## src/verilog/sample_buffer_pkg.sv

```systemverilog
package sample_buffer_pkg;

  localparam int unsigned SAMPLE_W = 12;
  localparam int unsigned CFG_W = 10;
  localparam int unsigned BUF_DEPTH = 16;
  localparam int unsigned PIPE_LATENCY = 7;

  // Register select codes on bus lines 10 and 11
  localparam logic [1:0] SEL_CONVERSION = 2'h0;
  localparam logic [1:0] SEL_FIFO_OUTPUT = 2'h1;

  // Reset values
  localparam logic [9:0] CONVERSION_RESET = 10'h020;
  localparam logic [9:0] FIFO_OUTPUT_RESET = 10'h000;

  // First register field positions
  localparam int unsigned REF_SEL_BIT = 0;
  localparam int unsigned SINGLE_MODE_BIT = 1;
  localparam int unsigned POWER_DOWN_BIT = 2;
  localparam int unsigned INPUT_SEL_LO_BIT = 3;
  localparam int unsigned DIFF_COUNT_LO_BIT = 5;
  localparam int unsigned SCAN_BIT = 7;
  localparam int unsigned TEST_SEL_LO_BIT = 8;

  // Second register field positions
  localparam int unsigned SOFT_RESET_BIT = 0;
  localparam int unsigned BUFFER_RESET_BIT = 1;
  localparam int unsigned TRIGGER_LEVEL_LO_BIT = 2;
  localparam int unsigned NUMBER_FORMAT_BIT = 7;
  localparam int unsigned READBACK_BIT = 9;

  // Trigger levels, indexed by trigger code, single and scan input
  localparam logic [4:0] LEVEL_SINGLE_0 = 5'h01;
  localparam logic [4:0] LEVEL_SINGLE_1 = 5'h04;
  localparam logic [4:0] LEVEL_SINGLE_2 = 5'h08;
  localparam logic [4:0] LEVEL_SINGLE_3 = 5'h0e;
  localparam logic [4:0] LEVEL_SCAN_0 = 5'h02;
  localparam logic [4:0] LEVEL_SCAN_1 = 5'h04;
  localparam logic [4:0] LEVEL_SCAN_2 = 5'h08;
  localparam logic [4:0] LEVEL_SCAN_3 = 5'h0c;

  typedef struct packed {
    logic [1:0] test_sel;
    logic scan_enable;
    logic [1:0] diff_count;
    logic [1:0] input_sel;
    logic power_down;
    logic single_mode;
    logic ref_external;
  } conversion_setup_s;

  typedef struct packed {
    logic register_readback;
    logic offset;
    logic number_format;
    logic read_write;
    logic [1:0] output_polarity;
    logic [1:0] trigger_level;
    logic overflow_or_buffer_reset;
    logic soft_reset;
  } fifo_output_setup_s;

  typedef struct packed {
    logic channel;
    logic [SAMPLE_W-1:0] value;
  } sample_s;

endpackage

```

## src/verilog/sample_buffer_port.sv

```systemverilog
`timescale 1ns/1ps
module sample_buffer_port #(
  parameter int unsigned DEPTH = sample_buffer_pkg::BUF_DEPTH,
  parameter int unsigned STAGE_DEPTH = 8
) (
  input wire logic sys_clk_in,
  input wire logic rst_in,
  input wire logic conversion_clock_in,
  input wire logic [sample_buffer_pkg::SAMPLE_W-1:0] result_a_in,
  input wire logic [sample_buffer_pkg::SAMPLE_W-1:0] result_b_in,
  input wire logic chip_select_low_n_in,
  input wire logic chip_select_high_in,
  input wire logic read_strobe_n_in,
  input wire logic write_strobe_n_in,
  input wire logic [11:0] bus_data_in,
  output logic [11:0] bus_data_out,
  output logic bus_data_oe_out,
  output logic samples_ready_n_out,
  output logic overflow_out,
  output logic ref_external_out,
  output logic power_down_out,
  output logic hold_out
);
  localparam int unsigned PW = $clog2(DEPTH);
  localparam int unsigned SW = sample_buffer_pkg::SAMPLE_W + 1;

  ////////////////////////////////////////////////////////////////////////
  // Configuration registers

  sample_buffer_pkg::conversion_setup_s conversion_setup_ff;
  sample_buffer_pkg::fifo_output_setup_s fifo_output_setup_ff;
  logic wr_n_d_ff;
  logic rd_n_d_ff;
  logic clk_d_ff;

  wire selected = !chip_select_low_n_in && chip_select_high_in;
  wire write_edge = selected && !write_strobe_n_in && wr_n_d_ff;
  wire [1:0] reg_sel = bus_data_in[11:10];
  wire write_conv = write_edge && (reg_sel == sample_buffer_pkg::SEL_CONVERSION);
  wire write_fifo = write_edge && (reg_sel == sample_buffer_pkg::SEL_FIFO_OUTPUT);
  wire read_active = selected && !read_strobe_n_in;
  wire read_edge = read_active && rd_n_d_ff;
  wire readback = fifo_output_setup_ff.register_readback;
  wire buffer_reset = write_fifo && bus_data_in[sample_buffer_pkg::BUFFER_RESET_BIT];
  wire soft_reset = write_fifo && bus_data_in[sample_buffer_pkg::SOFT_RESET_BIT];
  wire clear_all = rst_in || soft_reset || buffer_reset;

  // Register writes on strobe falling edge, ten value bits kept
  always_ff @(posedge sys_clk_in)
  begin
    if (rst_in || soft_reset)
    begin
      conversion_setup_ff <= sample_buffer_pkg::CONVERSION_RESET;
      fifo_output_setup_ff <= sample_buffer_pkg::FIFO_OUTPUT_RESET;
    end
    else
    begin
      if (write_conv)
        conversion_setup_ff <= bus_data_in[9:0];
      if (write_fifo)
        fifo_output_setup_ff <= bus_data_in[9:0];
    end
  end

  // Strobe history, so each strobe acts once at its falling edge
  always_ff @(posedge sys_clk_in)
  begin
    if (rst_in)
    begin
      wr_n_d_ff <= 1'b1;
      rd_n_d_ff <= 1'b1;
    end
    else
    begin
      wr_n_d_ff <= !(selected && !write_strobe_n_in);
      rd_n_d_ff <= !read_active;
    end
  end

  // Conversion clock history; resets low so reset gives no false fall
  always_ff @(posedge sys_clk_in)
  begin
    if (rst_in)
      clk_d_ff <= 1'b0;
    else
      clk_d_ff <= conversion_clock_in;
  end

  ////////////////////////////////////////////////////////////////////////
  // Conversion sequencing

  wire scan = conversion_setup_ff.scan_enable;
  wire single_mode = conversion_setup_ff.single_mode;
  wire [1:0] trigger_code = fifo_output_setup_ff.trigger_level;
  wire clk_fall = clk_d_ff && !conversion_clock_in;
  logic [4:0] level;
  logic [3:0] latency_ff;
  logic chan_ff;
  logic second_pending_ff;

  // Trigger level lookup by input count
  always_comb
  begin
    level = sample_buffer_pkg::LEVEL_SINGLE_0;
    case ({scan, trigger_code})
      3'h0: level = sample_buffer_pkg::LEVEL_SINGLE_0;
      3'h1: level = sample_buffer_pkg::LEVEL_SINGLE_1;
      3'h2: level = sample_buffer_pkg::LEVEL_SINGLE_2;
      3'h3: level = sample_buffer_pkg::LEVEL_SINGLE_3;
      3'h4: level = sample_buffer_pkg::LEVEL_SCAN_0;
      3'h5: level = sample_buffer_pkg::LEVEL_SCAN_1;
      3'h6: level = sample_buffer_pkg::LEVEL_SCAN_2;
      3'h7: level = sample_buffer_pkg::LEVEL_SCAN_3;
      default: level = sample_buffer_pkg::LEVEL_SINGLE_0;
    endcase
  end

  // Pipeline fill: first results dropped after buffer reset in continuous mode; single mode stores from the first start edge
  wire pipe_full = (latency_ff == 4'(sample_buffer_pkg::PIPE_LATENCY));
  wire cont_store = clk_fall && !single_mode && pipe_full;
  wire single_store = clk_fall && single_mode;

  // Both inputs frozen at the start edge, so a later B store stays simultaneous
  logic [sample_buffer_pkg::SAMPLE_W-1:0] held_ff [2];
  wire [sample_buffer_pkg::SAMPLE_W-1:0] live [2];
  assign live[0] = result_a_in;
  assign live[1] = result_b_in;

  // One hold register per input
  generate
    for (genvar ch = 0; ch < 2; ch++)
    begin : g_hold
      always_ff @(posedge sys_clk_in)
      begin
        if (rst_in)
          held_ff[ch] <= '0;
        else if (single_store)
          held_ff[ch] <= live[ch];
      end
    end
  endgenerate

  // Scan order: channel A then channel B
  wire stage_valid = cont_store || single_store || second_pending_ff;
  wire stage_chan = second_pending_ff ? 1'b1 : (scan && !single_mode ? chan_ff : 1'b0);
  wire [sample_buffer_pkg::SAMPLE_W-1:0] stage_val = second_pending_ff ? held_ff[1] :
    (stage_chan ? result_b_in : result_a_in);
  sample_buffer_pkg::sample_s stage_word;
  assign stage_word = '{channel: stage_chan, value: stage_val};
  logic stage_ready;

  // Pipeline fill count after a buffer reset
  always_ff @(posedge sys_clk_in)
  begin
    if (clear_all)
      latency_ff <= '0;
    else if (clk_fall && !single_mode && !pipe_full)
      latency_ff <= latency_ff + 1'b1;
  end

  // Scan channel toggle, one step per continuous store
  always_ff @(posedge sys_clk_in)
  begin
    if (clear_all)
      chan_ff <= 1'b0;
    else if (cont_store && stage_ready)
      chan_ff <= scan ? !chan_ff : 1'b0;
  end

  // Single mode with scan: B follows A one cycle after the start edge
  always_ff @(posedge sys_clk_in)
  begin
    if (clear_all)
      second_pending_ff <= 1'b0;
    else if (single_store && scan)
      second_pending_ff <= 1'b1;
    else if (second_pending_ff && stage_ready)
      second_pending_ff <= 1'b0;
  end

  ////////////////////////////////////////////////////////////////////////
  // Staging FIFO between conversion and circular buffer

  logic drain_valid;
  logic drain_ready;
  logic [SW-1:0] drain_data;

  sample_fifo #(
    .WIDTH(SW),
    .DEPTH(STAGE_DEPTH)
  ) u_stage (
    .sys_clk_in(sys_clk_in),
    .rst_in(clear_all),
    .flush_in(1'b0),
    .in_valid_in(stage_valid),
    .in_ready_out(stage_ready),
    .in_data_in(stage_word),
    .out_valid_out(drain_valid),
    .out_ready_in(drain_ready),
    .out_data_out(drain_data)
  );

  ////////////////////////////////////////////////////////////////////////
  // Circular buffer with read and write pointers and a count of place within the block

  logic [SW-1:0] buf_mem [DEPTH];
  logic [PW-1:0] wr_ptr_ff;
  logic [PW-1:0] rd_ptr_ff;
  logic [PW:0] fill_ff;
  logic [4:0] since_trigger_ff;
  logic [11:0] bus_data_ff;
  logic bus_oe_ff;
  logic ready_n_ff;
  logic overflow_ff;
  logic hold_ff;
  logic started_ff;

  wire full = (fill_ff == (PW+1)'(DEPTH));
  // Drain stalls while full, back-pressure reaches staging FIFO
  assign drain_ready = !full;
  wire store = drain_valid && drain_ready;
  wire [PW-1:0] wr_next = (wr_ptr_ff == PW'(DEPTH-1)) ? '0 : wr_ptr_ff + 1'b1;
  wire [PW-1:0] store_slot = started_ff ? wr_next : wr_ptr_ff;
  wire empty = (fill_ff == '0);
  wire take = read_edge && !readback && !empty;
  wire [PW-1:0] rd_next = (rd_ptr_ff == PW'(DEPTH-1)) ? '0 : rd_ptr_ff + 1'b1;
  // Block begins at channel A in scan mode
  wire aligned = !scan || since_trigger_ff != '0 || !drain_data[SW-1];
  wire accept = store && aligned;
  wire trigger_hit = accept && (since_trigger_ff + 5'h01 == level);
  sample_buffer_pkg::sample_s head;
  assign head = buf_mem[rd_ptr_ff];
  // Readback: low trigger bit picks the second register, else the first
  wire readback_second = trigger_code[0];
  wire [9:0] first_word = conversion_setup_ff;
  wire [9:0] second_word = fifo_output_setup_ff;
  wire [11:0] reg_word = {2'h0, readback_second ? second_word : first_word};

  // Sample storage at slot after last written
  always_ff @(posedge sys_clk_in)
  begin
    if (accept)
      buf_mem[store_slot] <= drain_data;
  end

  // Write side: pointer to last written entry and place within the block
  always_ff @(posedge sys_clk_in)
  begin
    if (clear_all)
    begin
      wr_ptr_ff <= '0;
      started_ff <= 1'b0;
      since_trigger_ff <= '0;
    end
    else if (accept)
    begin
      wr_ptr_ff <= store_slot;
      started_ff <= 1'b1;
      since_trigger_ff <= trigger_hit ? '0 : since_trigger_ff + 5'h01;
    end
  end

  // Read side: pointer to next entry, moved only by an honoured read
  always_ff @(posedge sys_clk_in)
  begin
    if (clear_all)
      rd_ptr_ff <= '0;
    else if (take)
      rd_ptr_ff <= rd_next;
  end

  // Occupancy, the single source of the full and empty decisions
  always_ff @(posedge sys_clk_in)
  begin
    if (clear_all)
      fill_ff <= '0;
    else
      fill_ff <= fill_ff + (PW+1)'(accept) - (PW+1)'(take);
  end

  ////////////////////////////////////////////////////////////////////////
  // Block pulse and status flags

  // Data-available pulse, one cycle low per completed block
  always_ff @(posedge sys_clk_in)
  begin
    if (clear_all)
      ready_n_ff <= 1'b1;
    else
      ready_n_ff <= !trigger_hit;
  end

  // Sticky overflow: an arrival into a full buffer wins over a same-cycle clear
  always_ff @(posedge sys_clk_in)
  begin
    if (rst_in)
      overflow_ff <= 1'b0;
    else
      overflow_ff <= (overflow_ff && !soft_reset && !buffer_reset) || (drain_valid && full);
  end

  // Hold strobe, one cycle after each single-mode start edge
  always_ff @(posedge sys_clk_in)
  begin
    if (clear_all)
      hold_ff <= 1'b0;
    else
      hold_ff <= single_store;
  end

  ////////////////////////////////////////////////////////////////////////
  // Host read port

  // Output enable follows the qualified read one cycle late
  always_ff @(posedge sys_clk_in)
  begin
    if (rst_in)
      bus_oe_ff <= 1'b0;
    else
      bus_oe_ff <= read_active;
  end

  // Read data: sample at read pointer, or a register in readback
  always_ff @(posedge sys_clk_in)
  begin
    if (rst_in)
      bus_data_ff <= '0;
    else if (read_edge)
      bus_data_ff <= readback ? reg_word : head.value;
  end

  ////////////////////////////////////////////////////////////////////////
  // Outputs, each straight from a flip-flop

  assign bus_data_out = bus_data_ff;
  assign bus_data_oe_out = bus_oe_ff;
  assign samples_ready_n_out = ready_n_ff;
  assign overflow_out = overflow_ff;
  assign ref_external_out = conversion_setup_ff.ref_external;
  assign power_down_out = conversion_setup_ff.power_down;
  assign hold_out = hold_ff;
  // Host keeps to block size after each pulse
  // Single or continuous chosen by register bit
endmodule

```

## src/verilog/sample_fifo.sv

```systemverilog
`timescale 1ns/1ps
module sample_fifo #(
  parameter int unsigned WIDTH = 13,
  parameter int unsigned DEPTH = 8
) (
  input wire logic sys_clk_in,
  input wire logic rst_in,
  input wire logic flush_in,
  input wire logic in_valid_in,
  output logic in_ready_out,
  input wire logic [WIDTH-1:0] in_data_in,
  output logic out_valid_out,
  input wire logic out_ready_in,
  output logic [WIDTH-1:0] out_data_out
);
  localparam int unsigned AW = $clog2(DEPTH);

  logic [WIDTH-1:0] mem [DEPTH];
  logic [AW-1:0] wr_ff;
  logic [AW-1:0] rd_ff;
  logic [AW:0] count_ff;
  wire push = in_valid_in && in_ready_out;
  wire pop = out_valid_out && out_ready_in;

  // Honest full and empty from the occupancy count
  assign in_ready_out = (count_ff != (AW+1)'(DEPTH));
  assign out_valid_out = (count_ff != '0);
  assign out_data_out = mem[rd_ff];

  // Storage
  always_ff @(posedge sys_clk_in)
  begin
    if (push)
      mem[wr_ff] <= in_data_in;
  end

  // Pointers and count
  always_ff @(posedge sys_clk_in)
  begin
    if (rst_in || flush_in)
    begin
      wr_ff <= '0;
      rd_ff <= '0;
      count_ff <= '0;
    end
    else
    begin
      if (push)
        wr_ff <= (wr_ff == AW'(DEPTH-1)) ? '0 : wr_ff + 1'b1;
      if (pop)
        rd_ff <= (rd_ff == AW'(DEPTH-1)) ? '0 : rd_ff + 1'b1;
      count_ff <= count_ff + (AW+1)'(push) - (AW+1)'(pop);
    end
  end
endmodule
```

## config.mk

```make
export PLATFORM = sky130hd
export DESIGN_NAME = sample_buffer_port
export DESIGN_NICKNAME = d
export VERILOG_FILES = /design/src/verilog/sample_buffer_pkg.sv /design/src/verilog/sample_buffer_port.sv /design/src/verilog/sample_fifo.sv
export SDC_FILE = /design/constraint.sdc
export NUM_CORES = 1
export LEC_CHECK = 0
export ABC_CLOCK_PERIOD_IN_PS = 4300
export BUFFER_PORTS_ARGS = -buffer_cell sky130_fd_sc_hd__buf_2
export CAP_MARGIN = 30
export CORE_MARGIN = 5
export CORE_UTILIZATION = 60
export CTS_BUF_LIST = sky130_fd_sc_hd__clkbuf_8
export DETAILED_ROUTE_END_ITERATION = 16
export PLACE_DENSITY = 0.78
export SYNTH_ARGS = -nofsm -noshare
export SYNTH_HDL_FRONTEND = slang
export SYNTH_SLANG_ARGS = --single-unit
export TNS_END_PERCENT = 5
```

## constraint.sdc

```tcl
create_clock -name sys_clk_in -period 4.3 [get_ports sys_clk_in]
set_input_delay 0.645 -clock sys_clk_in [delete_from_list [all_inputs] [get_ports sys_clk_in]]
set_output_delay 0.645 -clock sys_clk_in [all_outputs]
set_load 0.01 [all_outputs]
```

==> Word-level counts from Yosys, hierarchy flattened <==
Memory sizes are Yosys's and may differ from the RTL's. A register that Yosys moved wholly into a read port is not among the register bits.
Index checks and enable logic that the tools add are counted.
{ "word_totals": {"ff_bits": 74, "ramBits": 336, "mem_bits_ro": 32, "in_bits": 43, "output_inout_bits": 18, "wordCells": 145, "mem_count": 4} }
{ "mem_list": {"columns": ["memory", "depth", "width", "rd", "rd_clocked_by_memory_dff", "write_ports", "line", "rtl"], "rows": [
  ["buf_mem", 16, 13, 1, 1, 1, "sample_buffer_port.sv:206", "logic [SW-1:0] buf_mem [DEPTH];"],
  ["u_stage.mem", 8, 13, 1, 1, 1, "sample_fifo.sv:18", "logic [WIDTH-1:0] mem [DEPTH];"],
  ["(no name shown)", 8, 4, 1, 0, 0, "sample_buffer_port.sv:105", "case ({scan, trigger_code})"],
  ["held_ff", 2, 12, 1, 0, 2, "sample_buffer_port.sv:124", "logic [sample_buffer_pkg::SAMPLE_W-1:0] held_ff [2];"]
]} }
{ "classes": {"addsub": 10, "eq_ne": 9, "n_mux": 30, "bitwise": 2, "reduce_logical": 56} }
{ "op_table": {"columns": ["op", "count"], "rows": [
  ["12-bit two-way mux", 5],
  ["1-bit logical AND", 27],
  ["4-bit two-way mux", 5],
  ["1-bit zero test", 17],
  ["1-bit two-way mux", 14],
  ["4-bit by 1-bit adder with 4-bit output, second input constant", 3],
  ["3-bit two-way mux", 4],
  ["10-bit two-way mux", 1],
  ["4-bit == test, second input constant", 2],
  ["1-bit logical OR", 7],
  ["3-bit by 1-bit adder with 3-bit output, second input constant", 2],
  ["3-bit == test, second input constant", 2],
  ["5-bit by 1-bit adder with 5-bit output", 1],
  ["5-bit by 1-bit adder with 5-bit output, second input constant", 1],
  ["5-bit == test", 1],
  ["5-bit == test, second input constant", 1],
  ["5-bit zero test", 1],
  ["5-bit two-way mux", 1],
  ["5-bit nonzero test", 1],
  ["5-bit by 1-bit subtractor with 5-bit output", 1],
  ["4-bit by 1-bit adder with 4-bit output", 1],
  ["4-bit by 3-bit == test with 1-bit output, second input constant", 1],
  ["4-bit != test, second input constant", 1],
  ["4-bit nonzero test", 1],
  ["5 further kinds", 6]
]} }

==> Depth between registers and ports, before layout <==
Gate-level depths: netlist of the first run.
{ "logic_depth": {"depth_word": 10, "depth_mapped": 17, "mapped_depth_nobuf": 17} }

==> By module <==
From an unflattened synthesis of the first run, not the netlist that was laid out.
{ "hier_totals": {"hier_cells": 966, "area_unflattened_um2": 15981.6} }
{ "modules_own_cells": {"columns": ["mod", "n_inst", "cells_per_inst", "area_each_um2"], "rows": [
  ["sample_buffer_port", 1, 739, 11295.8],
  ["sample_fifo", 1, 227, 4685.7]
]} }

==> Least setup slack after synthesis of the first run <==
OpenSTA, ideal clock, no wires.
{ "synth_path": {"path_kind": "input -> register", "from": "in conversion_clock_in", "to": "mem u_stage.mem[4][0] (enable)", "arrival_ns": 2.622, "required_time_ns": 3.898, "setup_slack_ns": 1.276, "cell_stages": 5, "cell_sequence": "nor3b_1 nand2_1 a31oi_2 nand2b_1 nor3b_1"} }
{ "synth_via": {"elab_chain_cells": 9, "word_cells_on_any_way": 10, "classes_between": "mux (2); reduce/logical (8)"} }
{ "synth_rtl": {"columns": ["item", "line", "rtl"], "rows": [
  ["start: declaration", "sample_buffer_port.sv:8", "input wire logic conversion_clock_in,"],
  ["1-bit zero test (*)", "sample_buffer_port.sv:95", "wire clk_fall = clk_d_ff && !conversion_clock_in;"],
  ["1-bit logical AND (*)", "sample_buffer_port.sv:95", null],
  ["1-bit logical AND (2 in a row)", "sample_buffer_port.sv:120", "wire cont_store = clk_fall && !single_mode && pipe_full;"],
  ["1-bit logical OR (*) (2 in a row)", "sample_buffer_port.sv:144", "wire stage_valid = cont_store || single_store || second_pending_ff;"],
  ["1-bit logical AND (*)", "sample_fifo.sv:22", "wire push = in_valid_in && in_ready_out;"],
  ["named net u_stage.push", "sample_fifo.sv:22", null],
  ["1-bit two-way mux (*)", "sample_fifo.sv:33", "if (push)"],
  ["1-bit two-way mux (not written as such) (*)", "sample_fifo.sv:34", "mem[wr_ff] <= in_data_in;"],
  ["end: declaration", "sample_fifo.sv:18", null]
]} }
Mark *: on every way through the listed nets, which the timed path passes. The rest lies on a longest branch.

==> Worst setup path after layout of the first run <==
{ "layout_path": {"from": "reg fill_ff[2]", "to": "reg fill_ff[4]"} }
{ "layout_via": {"elab_chain_cells": 6, "word_cells_on_any_way": 9, "classes_between": "add/sub (2); eq/ne (1); reduce/logical (6)"} }
{ "layout_rtl": {"columns": ["item", "line", "rtl"], "rows": [
  ["start: declaration", "sample_buffer_port.sv:209", "logic [PW:0] fill_ff;"],
  ["start signal: assignment", "sample_buffer_port.sv:278", "fill_ff <= fill_ff + (PW+1)'(accept) - (PW+1)'(take);"],
  ["5-bit == test", "sample_buffer_port.sv:218", "wire full = (fill_ff == (PW+1)'(DEPTH));"],
  ["1-bit zero test", "sample_buffer_port.sv:220", "assign drain_ready = !full;"],
  ["1-bit logical AND", "sample_buffer_port.sv:221", "wire store = drain_valid && drain_ready;"],
  ["1-bit logical AND", "sample_buffer_port.sv:229", "wire accept = store && aligned;"],
  ["5-bit by 1-bit adder with 5-bit output", "sample_buffer_port.sv:278", null],
  ["5-bit by 1-bit subtractor with 5-bit output (*)", "sample_buffer_port.sv:278", null]
]} }
Every way passes the cells marked *; elsewhere a longest branch is shown, timed or not.
A chain may end at the register's enable or synchronous reset.

==> results.sh, run 1 <==
export IMPL_grt_overflow=0
export IMPL_period_minus_slack_ns=3.373
export IMPL_place_gp_congestion=0.7808
export IMPL_critical_path_class="flip-flop to flip-flop"
export IMPL_nets=1125
export IMPL_synth_seq_cells=389
export IMPL_peakVddDrop_v=0.0003277
export IMPL_synth_most_common_cell="edfxtp_1"
export IMPL_grt_pass1_vias=8674
export IMPL_cts_root_buf="clkbuf_8"
export IMPL_fillers=1703
export IMPL_syn_to_final_growth_pct=11.86
export IMPL_antenna_found_initial=0
export IMPL_die_h_um=171.6
export IMPL_viasPerCell=5.841
export IMPL_post_route_util_pct=67.65
export IMPL_rsz0062_at_grt="false"
export IMPL_fin_skew_ns=0.01777
export IMPL_synth_fp_nets=1014
export IMPL_finalCritPeriodShare_pct=78.45
export IMPL_diodes=0
export IMPL_ys_flop_type="edfxtp_1"
export IMPL_detail_route_antenna_nets=0
export IMPL_synth_edf_count=308
export IMPL_ios=61
export IMPL_power_leakage_nw=6.023
export IMPL_setup_worst_path_end_class="flip-flop"
export IMPL_max_freq_ghz=0.2964
export IMPL_holdBufCountCts=0
export IMPL_reg2reg_slack_ns=0.93
export IMPL_ys_types=56
export IMPL_clkLatencyLatePin_ns=0.58
export IMPL_vias=8394
export IMPL_place_hpwl_um=19440
export IMPL_hold_viol_final=0
export IMPL_hold_ws_ns=0.2658
export IMPL_drive_gt1_share_pct=26.59
export IMPL_path_clk_slew_ns=0.06
export IMPL_cts_setup_buffers=0
export IMPL_drtIter0Drc=679
export IMPL_grt_pass1_wl_um=47420
export IMPL_cp_start_kind="flip-flop"
export IMPL_yosys_top_cells_count="308 x edfxtp_1, 86 x nor2_1, 81 x dfxtp_1"
export IMPL_cts_resized=0
export IMPL_initial_core_util_pct=60.48
export IMPL_htreeDepth=2
export IMPL_slew_headroom_pct=31.00
export IMPL_routedWlPerCell_um=20.99
export IMPL_powerDensity_nw_per_um2=532.7
export IMPL_yosysTopAreaCellShare_pct=59.02
export IMPL_layout_cells_non_filler=1437
export IMPL_setup_tns_ns=0
export IMPL_synth_top_area_cell="edfxtp_1"
export IMPL_placed_area_um2=16480
export IMPL_synthArstFlopShare_pct=0
export IMPL_required_ns=4.75
export IMPL_row_count=59
export IMPL_route_detailed_drc=0
export IMPL_avgSynthCellArea_um2=16.53
export IMPL_grtUsageTotal_pct=21.08
export IMPL_finalSetupViolCount=0
export IMPL_crit_start="fill_ff[2]$_SDFF_PP0_"
export IMPL_timing_critical_path_to="fill_ff[4]$_SDFF_PP0_"
export IMPL_final_area_um2=17530
export IMPL_cts_buffer_depth=3
export IMPL_slew_viol_final=0
export IMPL_synth_area_um2=15670
export IMPL_rr_worst_depth=17
export IMPL_dr_pass1_iters=8
export IMPL_yosys_warnings=0
export IMPL_synth_seq_area_share_pct=69.37
export IMPL_syn_inst=948
export IMPL_r2r_end="fill_ff[4]$_SDFF_PP0_"
export IMPL_dieArea_um2=29450
export IMPL_cts_tree="built"
export IMPL_grt_max_degree=38
export IMPL_outcome="completed"
export IMPL_coreArea_um2=25910
export IMPL_tightest_slew_ns=1.024
export IMPL_portBuffers=60
export IMPL_clock_sinks=389
export IMPL_fp_dieW_um=171.6
export IMPL_placedCellCount=1332
export IMPL_reg2reg_from="fill_ff[2]$_SDFF_PP0_"
export IMPL_finalWirelength_um=30160
export IMPL_drv_cap=0
export IMPL_path_max_fanout=14
export IMPL_min_path_type="input port to flip-flop"
export IMPL_worstPathArrival_ns=3.82
export IMPL_cts_buffers=59
export IMPL_ys_top_cells_by_area="edfxtp_1 59%, mux4_2 11%, dfxtp_1 10%, mux2_2 2.7%, nor2_1 2.1%"
==> registers in the layout, summed over array words and instances (netlist names), 5 cells and up, named ones only <==
name / cells
buf_mem: 192
u_stage.mem: 104
bus_data_out: 12
held_ff: 12
fifo_output_setup_ff: 7
conversion_setup_ff: 6
fill_ff: 5
since_trigger_ff: 5
==> placed cells by master (no fill, tap or decap), types with 5 or more instances in the layout <==
cell      instances
edfxtp_1        308
nor2_1           86
dfxtp_1          78
mux4_2           75
clkbuf_8         64
buf_2            60
inv_1            53
nand2_1          51
mux2_2           37
buf_4            33
mux2i_1          30
a21oi_1          26
o21ai_0          23
ha_1             21
and2_1           14
a211oi_1         11
nand2b_1         10
clkinv_1          9
xor2_1            8
a222oi_1          8
xnor2_1           7
nand3_1           7
nor3_1            7
nand3b_1          6
nor3b_2           5
or3_1             5
==> cell families (layout without fill, tap and decap cells) <==
logic type	Yosys count	in the layout	synth area share, %
compound gates	91	91	3.784
fa+ha+maj	23	23	1.932
flops	389	389	69.37
buf+inv	70	224	1.940
xor+xnor	15	15	0.8383
simple gates	218	218	6.786
mux	142	142	15.35
==> final cells by class <==
type	instances	area, um^2	share of cell area [%]
clock buffers	64	880.8	5.025
clock inverters	40	157.7	0.8994
inverters	26	97.59	0.5567
multi-input cells	489	4538	25.89
flip-flops and latches	389	10880	62.05
well taps	335	419.2	2.391
repair buffers	94	559.3	3.191
==> worst min-delay path by stage <==
stage / from / end / slack [ns] / cells after the start
global placement: fifo_output_setup_ff[6]$_SDFFE_PP0P_ / fifo_output_setup_ff[6]$_SDFFE_PP0P_ / 0.44 / 2
finish: write_strobe_n_in / wr_n_d_ff$_SDFF_PP1_ / 0.27 / 2
global route: write_strobe_n_in / wr_n_d_ff$_SDFF_PP1_ / 0.25 / 2
CTS: write_strobe_n_in / wr_n_d_ff$_SDFF_PP1_ / 0.24 / 2
detailed placement: fifo_output_setup_ff[4]$_SDFFE_PP0P_ / fifo_output_setup_ff[4]$_SDFFE_PP0P_ / 0.45 / 2
floorplan: fifo_output_setup_ff[1]$_SDFFE_PP0P_ / fifo_output_setup_ff[1]$_SDFFE_PP0P_ / 0.43 / 2
==> per-layer routing <==
metal  up-vias  share of wire, %  GRT usage [%]  wire [um]
met5         -                 0              0          0
met4         0               3.0          7.303        895
met3        51               5.5          4.022       1660
met2       239                49          35.62      14880
met1      4216                42          27.76      12730
li1       3888                 -              -          -
==> power breakdown <==
group	internal, mW	switching (mW)
sequential	4.64	0.146
combinational	0.769	1.11
clock	1.35	1.32
total	6.76	2.57
==> critical path: stages, from the launching register on <==
cell,delay [ns]
dfxtp_1,0.33
inv_1,0.07
ha_1,0.20
nor4bb_1,0.17
a21oi_1,0.43
o31a_2,0.43
inv_2,0.15
ha_1,0.31
inv_1,0.05
ha_1,0.15
inv_1,0.06
fa_1,0.43
inv_1,0.08
a21oi_1,0.06
nor2_1,0.09
nor2_1,0.06
xnor2_1,0.14
nor2_1,0.05
==> metrics by stage <==
step / worst slack [ns] / total power [mW]
5_1_grt: 0.6429 / 9.788
2_1_floorplan: 1.276 / 6.152
3_5_place_dp: 0.9297 / 6.747
6_report: 0.9267 / 9.339
4_1_cts: 0.9215 / 9.410
3_3_place_gp: 1.003 / 6.658
No activity file was read; power rests on OpenSTA's default activity.
==> inputs of run 2 (changes only) <==
--- a/config.mk
+++ b/config.mk
@@ -5,11 +5,12 @@
 export SDC_FILE = /design/constraint.sdc
 export NUM_CORES = 1
 export LEC_CHECK = 0
-export ABC_CLOCK_PERIOD_IN_PS = 4300
+export ABC_AREA = 1
+export ABC_CLOCK_PERIOD_IN_PS = 3100
 export BUFFER_PORTS_ARGS = -buffer_cell sky130_fd_sc_hd__buf_2
 export CAP_MARGIN = 30
 export CORE_MARGIN = 5
-export CORE_UTILIZATION = 60
+export CORE_UTILIZATION = 58
 export CTS_BUF_LIST = sky130_fd_sc_hd__clkbuf_8
 export DETAILED_ROUTE_END_ITERATION = 16
 export PLACE_DENSITY = 0.78
==> constraint.sdc (replaced) <==
create_clock -name sys_clk_in -period 3.1 [get_ports sys_clk_in]
set_input_delay 0.465 -clock sys_clk_in [delete_from_list [all_inputs] [get_ports sys_clk_in]]
set_output_delay 0.465 -clock sys_clk_in [all_outputs]
set_load 0.01 [all_outputs]
==> results.sh, run 2 <==
export IMPL_fp_dieW_um=177.3
export IMPL_holdBufCountCts=0
export IMPL_vias=11700
export IMPL_powerDensity_nw_per_um2=802.2
export IMPL_min_delay_path_depth=3
export IMPL_drive_gt1_share_pct=13.43
export IMPL_post_route_util_pct=66.24
export IMPL_path_clk_slew_ns=0.07
export IMPL_drtIter0Drc=1364
export IMPL_die_h_um=177.3
export IMPL_cp_start_kind="flip-flop"
export IMPL_htreeDepth=2
export IMPL_ys_types=35
export IMPL_synth_seq_cells=389
export IMPL_row_count=61
export IMPL_cts_root_buf="clkbuf_8"
export IMPL_hp_start="write_strobe_n_in"
export IMPL_initial_core_util_pct=58.57
export IMPL_r2r_end="fill_ff[4]$_SDFF_PP0_"
export IMPL_drv_cap=0
export IMPL_grt_max_degree=112
export IMPL_grtUsageTotal_pct=23.82
export IMPL_peakVddDrop_v=0.0004472
export IMPL_nets=1724
export IMPL_grt_pass1_vias=11330
export IMPL_cts_resized=0
export IMPL_grt_pass1_wl_um=59150
export IMPL_place_hpwl_um=23450
export IMPL_tightest_slew_ns=0.9049
export IMPL_hold_viol_final=0
export IMPL_cts_buffers=58
export IMPL_yosys_top_cells_count="308 x edfxtp_1, 308 x nor2_1, 212 x nand2_1"
export IMPL_syn_to_final_growth_pct=13.10
export IMPL_place_gp_congestion=0.8728
export IMPL_antenna_found_initial=0
export IMPL_cts_setup_buffers=0
export IMPL_worstPathArrival_ns=3.34
export IMPL_slew_headroom_pct=39.61
export IMPL_top_register="buf_mem"
export IMPL_syn_inst=1547
export IMPL_worstPathCellList="inv_1, ha_1, nor3b_2, nand2_1, nand2_1, inv_2, nand2_1, ha_1, inv_1, ha_1, inv_1, fa_1, inv_1, a21oi_1, nor2_1, nor2_1, xor2_1, inv_1, nor2_1"
export IMPL_avgSynthCellArea_um2=10.49
export IMPL_dieArea_um2=31420
export IMPL_fin_skew_ns=0.05649
export IMPL_cts_tree="built"
export IMPL_ys_flop_type="edfxtp_1"
export IMPL_synth_area_um2=16230
export IMPL_finalCritPeriodShare_pct=90.28
export IMPL_cp_slowest_cell="fa_1"
export IMPL_reg2reg_from="fill_ff[2]$_SDFF_PP0_"
export IMPL_diodes=0
export IMPL_rr_worst_depth=19
export IMPL_ios=61
export IMPL_power_leakage_nw=7.026
export IMPL_cts_buffer_depth=3
export IMPL_synth_seq_area_share_pct=66.99
export IMPL_rsz0062_at_grt="false"
export IMPL_min_delay_worst_endpoint="wr_n_d_ff$_SDFF_PP1_"
export IMPL_route_detailed_drc=0
export IMPL_fillers=2003
export IMPL_dr_pass1_iters=5
export IMPL_detail_route_antenna_nets=0
export IMPL_grt_overflow=0
export IMPL_outcome="completed"
export IMPL_min_path_type="input port to flip-flop"
export IMPL_reg_top3="buf_mem: 192 flops, u_stage.mem: 104 flops"
export IMPL_coreArea_um2=27710
export IMPL_routedWlPerCell_um=17.77
export IMPL_synthArstFlopShare_pct=0
export IMPL_setup_tns_ns=0
export IMPL_viasPerCell=5.618
export IMPL_crit_path_frequent_cell="inv_1"
export IMPL_setup_worst_path_end_class="flip-flop"
export IMPL_hold_ws_ns=0.09673
export IMPL_critPathBufInv=6
export IMPL_largest_register_ffs=192
export IMPL_clock_sinks=389
export IMPL_finalWirelength_um=37020
export IMPL_synth_top_area_cell="edfxtp_1"
export IMPL_period_minus_slack_ns=2.799
export IMPL_final_cell_mix="308 x nor2_1, 308 x edfxtp_1, 212 x nand2_1, 140 x o21ai_0, 122 x inv_1"
export IMPL_clkLatencyLatePin_ns=0.61
export IMPL_critPathMaxStageDelay_ns=0.40
export IMPL_yosysTopAreaCellShare_pct=57.00
export IMPL_crit_start="fill_ff[2]$_SDFF_PP0_"
export IMPL_required_ns=3.64
export IMPL_cp_top_family="adder cells"
export IMPL_ys_top_cells_by_area="edfxtp_1 57%, dfxtp_1 10%, nor2_1 7.1%, nand2_1 4.9%, o21ai_0 4.3%"
export IMPL_synth_fp_nets=1613
export IMPL_slew_viol_final=0
export IMPL_finalSetupViolCount=0
export IMPL_critical_path_class="flip-flop to flip-flop"
export IMPL_path_max_fanout=5
export IMPL_seqCellArea_um2=10870
export IMPL_synth_edf_count=308
export IMPL_portBuffers=60
export IMPL_yosys_warnings=0
export IMPL_max_freq_ghz=0.3573
export IMPL_multi_input_area_um2=4586
export IMPL_reg2reg_slack_ns=0.30
==> run 2: cell types whose count changed after synthesis, sizes merged, moves of 75 or more <==
cell / delta
inv: +86
mux4: -75
nand3: +112
nand2: +164
o21ai: +127
nor2: +225
==> run 2: kinds of logic (layout without fill, tap and decap cells) <==
family,after synthesis,after routing,synth area share [%]
flip-flops,389,389,66.99
AO/OA/AOI/OAI,272,272,9.091
AND/OR/NAND/NOR,668,668,16.98
adder cells (fa/ha/maj),23,23,1.866
XOR/XNOR,6,6,0.3238
buffers and inverters,189,347,4.750
==> run 2: final cells by class <==
type,count,area share [%]
Multi-Input combinational cell,969,24.99
Timing Repair Buffer,125,4.431
Sequential cell,389,59.25
Tap cell,378,2.577
Inverter,115,2.352
Clock buffer,64,4.800
Clock inverter,43,1.602
==> run 2: routing by layer <==
metal / share of wire (%) / GRT usage [%]
met1: 41 / 31.43
met2: 49 / 40.39
met3: 7.6 / 4.166
met4: 2.9 / 7.992
met5: 0 / 0
==> run 2: worst max-delay path by stage <==
stage | end | slack (ns) | depth (start not counted)
floorplan | fill_ff[4]$_SDFF_PP0_ | 0.41 | 20
global placement | fill_ff[4]$_SDFF_PP0_ | 0.34 | 19
detailed placement | fill_ff[4]$_SDFF_PP0_ | 0.27 | 19
CTS | fill_ff[4]$_SDFF_PP0_ | 0.31 | 19
global route | fill_ff[4]$_SDFF_PP0_ | 0.008 | 19
finish | fill_ff[4]$_SDFF_PP0_ | 0.30 | 19
==> run 2: through the flow <==
step	power (mW)	setup slack, ns	cell area, um^2	instances
finish	14.72	0.3014	18350	2083
detailed placement	10.66	0.2721	17180	1976
global placement	10.50	0.3372	17180	1976
floorplan	9.317	0.4118	16230	1547
CTS	14.76	0.3076	18350	2083
global route	15.53	0.007970	18350	2083
==> run 2: where the power goes <==
group,switching (mW),total (mW),internal [mW]
combinational,2.47,3.56,1.09
sequential,0.207,7.03,6.82
clock,1.90,4.14,2.23
==> run 2: tightest hold or removal path, cell delays in order <==
cell and delay [ns]:
buf_2 0.11, nor2_1 0.05, nand2_1 0.04
==> inputs of run 3 (changes only) <==
--- a/config.mk
+++ b/config.mk
@@ -10,10 +10,11 @@
 export BUFFER_PORTS_ARGS = -buffer_cell sky130_fd_sc_hd__buf_2
 export CAP_MARGIN = 30
 export CORE_MARGIN = 5
-export CORE_UTILIZATION = 58
+export CORE_UTILIZATION = 56
 export CTS_BUF_LIST = sky130_fd_sc_hd__clkbuf_8
 export DETAILED_ROUTE_END_ITERATION = 16
-export PLACE_DENSITY = 0.78
+export PLACE_DENSITY = 0.76
+export SLEW_MARGIN = 5
 export SYNTH_ARGS = -nofsm -noshare
 export SYNTH_HDL_FRONTEND = slang
 export SYNTH_SLANG_ARGS = --single-unit
==> results.sh, run 3 (synthesis results as in run 2) <==
export IMPL_place_hpwl_um=24000
export IMPL_reg2reg_from="fill_ff[2]$_SDFF_PP0_"
export IMPL_peakVddDrop_v=0.0004604
export IMPL_cts_buffer_depth=3
export IMPL_finalSetupViolCount=0
export IMPL_antenna_found_initial=0
export IMPL_place_gp_congestion=0.8254
export IMPL_final_area_um2=18350
export IMPL_grtUsageTotal_pct=22.84
export IMPL_route_detailed_drc=0
export IMPL_detail_route_antenna_nets=0
export IMPL_rsz0062_at_grt="false"
export IMPL_cts_tree="built"
export IMPL_grt_overflow=0
export IMPL_dr_pass1_iters=5
export IMPL_timing_critical_path_to="fill_ff[4]$_SDFF_PP0_"
export IMPL_fin_skew_ns=0.04918
export IMPL_tightest_slew_ns=0.8363
export IMPL_holdBufCountCts=0
export IMPL_cts_resized=0
export IMPL_place_ws_ns=0.2735
export IMPL_hold_ws_ns=0.1044
export IMPL_required_ns=3.64
export IMPL_rr_worst_depth=19
export IMPL_viasPerCell=5.560
export IMPL_max_freq_ghz=0.3544
export IMPL_portBuffers=60
export IMPL_finalCritPeriodShare_pct=91.03
export IMPL_drv_cap=0
export IMPL_grt_max_degree=82
export IMPL_cts_setup_buffers=0
export IMPL_seqCellArea_um2=10870
export IMPL_drive_gt1_share_pct=13.60
export IMPL_period_minus_slack_ns=2.822
export IMPL_cp_start_kind="flip-flop"
export IMPL_reg_top3="buf_mem: 192 flops, u_stage.mem: 104 flops"
export IMPL_r2r_end="fill_ff[4]$_SDFF_PP0_"
export IMPL_cts_buffers=57
export IMPL_hold_viol_final=0
export IMPL_outcome="completed"
export IMPL_htreeDepth=2
export IMPL_fp_dieW_um=180.2
export IMPL_powerDensity_nw_per_um2=790.6
export IMPL_initial_core_util_pct=56.69
export IMPL_ios=61
export IMPL_diodes=0
export IMPL_slew_headroom_pct=43.99
export IMPL_multi_input_area_um2=4586
export IMPL_final_cell_mix="308 x nor2_1, 308 x edfxtp_1, 212 x nand2_1, 140 x o21ai_0, 119 x nand3_1"
export IMPL_power_total_mw=14.51
export IMPL_syn_to_final_growth_pct=13.07
export IMPL_crit_start="fill_ff[2]$_SDFF_PP0_"
export IMPL_cts_root_buf="clkbuf_8"
export IMPL_clock_sinks=389
export IMPL_finalWirelength_um=37890
export IMPL_top_register="buf_mem"
export IMPL_dieArea_um2=32480
export IMPL_setup_worst_path_end_class="flip-flop"
export IMPL_path_max_fanout=5
export IMPL_die_h_um=180.2
export IMPL_grt_pass1_wl_um=59980
export IMPL_reg2reg_slack_ns=0.28
export IMPL_routedWlPerCell_um=18.07
export IMPL_clkLatencyLatePin_ns=0.61
export IMPL_fillers=2200
export IMPL_grt_pass1_vias=11100
export IMPL_power_leakage_nw=7.022
export IMPL_coreArea_um2=28630
export IMPL_critical_path_class="flip-flop to flip-flop"
export IMPL_placed_area_um2=17280
export IMPL_finalWorstSetupSlack_ns=0.2781
export IMPL_slew_viol_final=0
export IMPL_nets=1735
export IMPL_vias=11660
export IMPL_min_path_type="input port to flip-flop"
export IMPL_path_clk_slew_ns=0.07
export IMPL_row_count=62
export IMPL_worstPathArrival_ns=3.36
export IMPL_largest_register_ffs=192
export IMPL_setup_tns_ns=0
export IMPL_drtIter0Drc=1116
run 3: cell count changes in the layout (fill, tap and decap cells not counted):
cell       delta
buf_4        +12
bufinv_16     -3
clkbuf_8      -1
clkinv_1      +8
clkinv_2      -5
clkinv_8      -1
inv_1         -4
inv_12        +1
inv_8         +1
run 3: worst min-delay path by stage:
stage,start,end,depth (start not counted)
after detailed placement,bus_data_out[10]$_SDFFE_PP0N_,bus_data_out[10]$_SDFFE_PP0N_,2
after floorplan,fifo_output_setup_ff[0]$_SDFFE_PP0P_,fifo_output_setup_ff[0]$_SDFFE_PP0P_,2
after CTS,write_strobe_n_in,wr_n_d_ff$_SDFF_PP1_,3
after global placement,fifo_output_setup_ff[0]$_SDFFE_PP0P_,fifo_output_setup_ff[0]$_SDFFE_PP0P_,2
final,write_strobe_n_in,wr_n_d_ff$_SDFF_PP1_,3
after global routing,bus_data_in[3],trigger_code[1]$_SDFFE_PP0P_,3
run 3: critical path: stages, from the launching register on:
cell,delay (ns)
dfxtp_1,0.36
inv_1,0.07
ha_1,0.19
nor3b_2,0.16
nand2_1,0.06
nand2_1,0.12
inv_2,0.12
nand2_1,0.09
ha_1,0.29
inv_1,0.06
ha_1,0.16
inv_1,0.06
fa_1,0.41
inv_1,0.09
a21oi_1,0.06
nor2_1,0.08
nor2_1,0.06
xor2_1,0.16
inv_1,0.06
nor2_1,0.09
run 3: power breakdown:
group | total, mW | switching, mW | leakage (nW) | internal [mW]
combinational | 3.61 | 2.50 | 2.96 | 1.11
clock | 3.86 | 1.91 | 0.615 | 1.95
sequential | 7.03 | 0.209 | 3.45 | 6.82
total | 14.5 | 4.62 | 7.02 | 9.88
run 3: through the flow:
stage / std cells / util (%)
final: 2097 / 64.10
after global routing: 2097 / 64.10
after CTS: 2097 / 64.10
after detailed placement: 1994 / 60.35
after global placement: 1994 / 60.35
after floorplan: 1547 / -
run 3: metal layers:
layer	part of all wire, %	global-route usage (%)	wire [um]
met1	41	31.50	15690
met2	49	39.06	18670
met3	7.7	3.411	2934
met4	1.6	4.809	601
met5	0	0	0
run 3: cell type report:
type / count / area share (%)
Multi-Input combinational cell: 969 / 24.99
Inverter: 115 / 2.353
Sequential cell: 389 / 59.27
Clock inverter: 40 / 1.118
Tap cell: 384 / 2.619
Timing Repair Buffer: 137 / 4.924
Clock buffer: 63 / 4.726
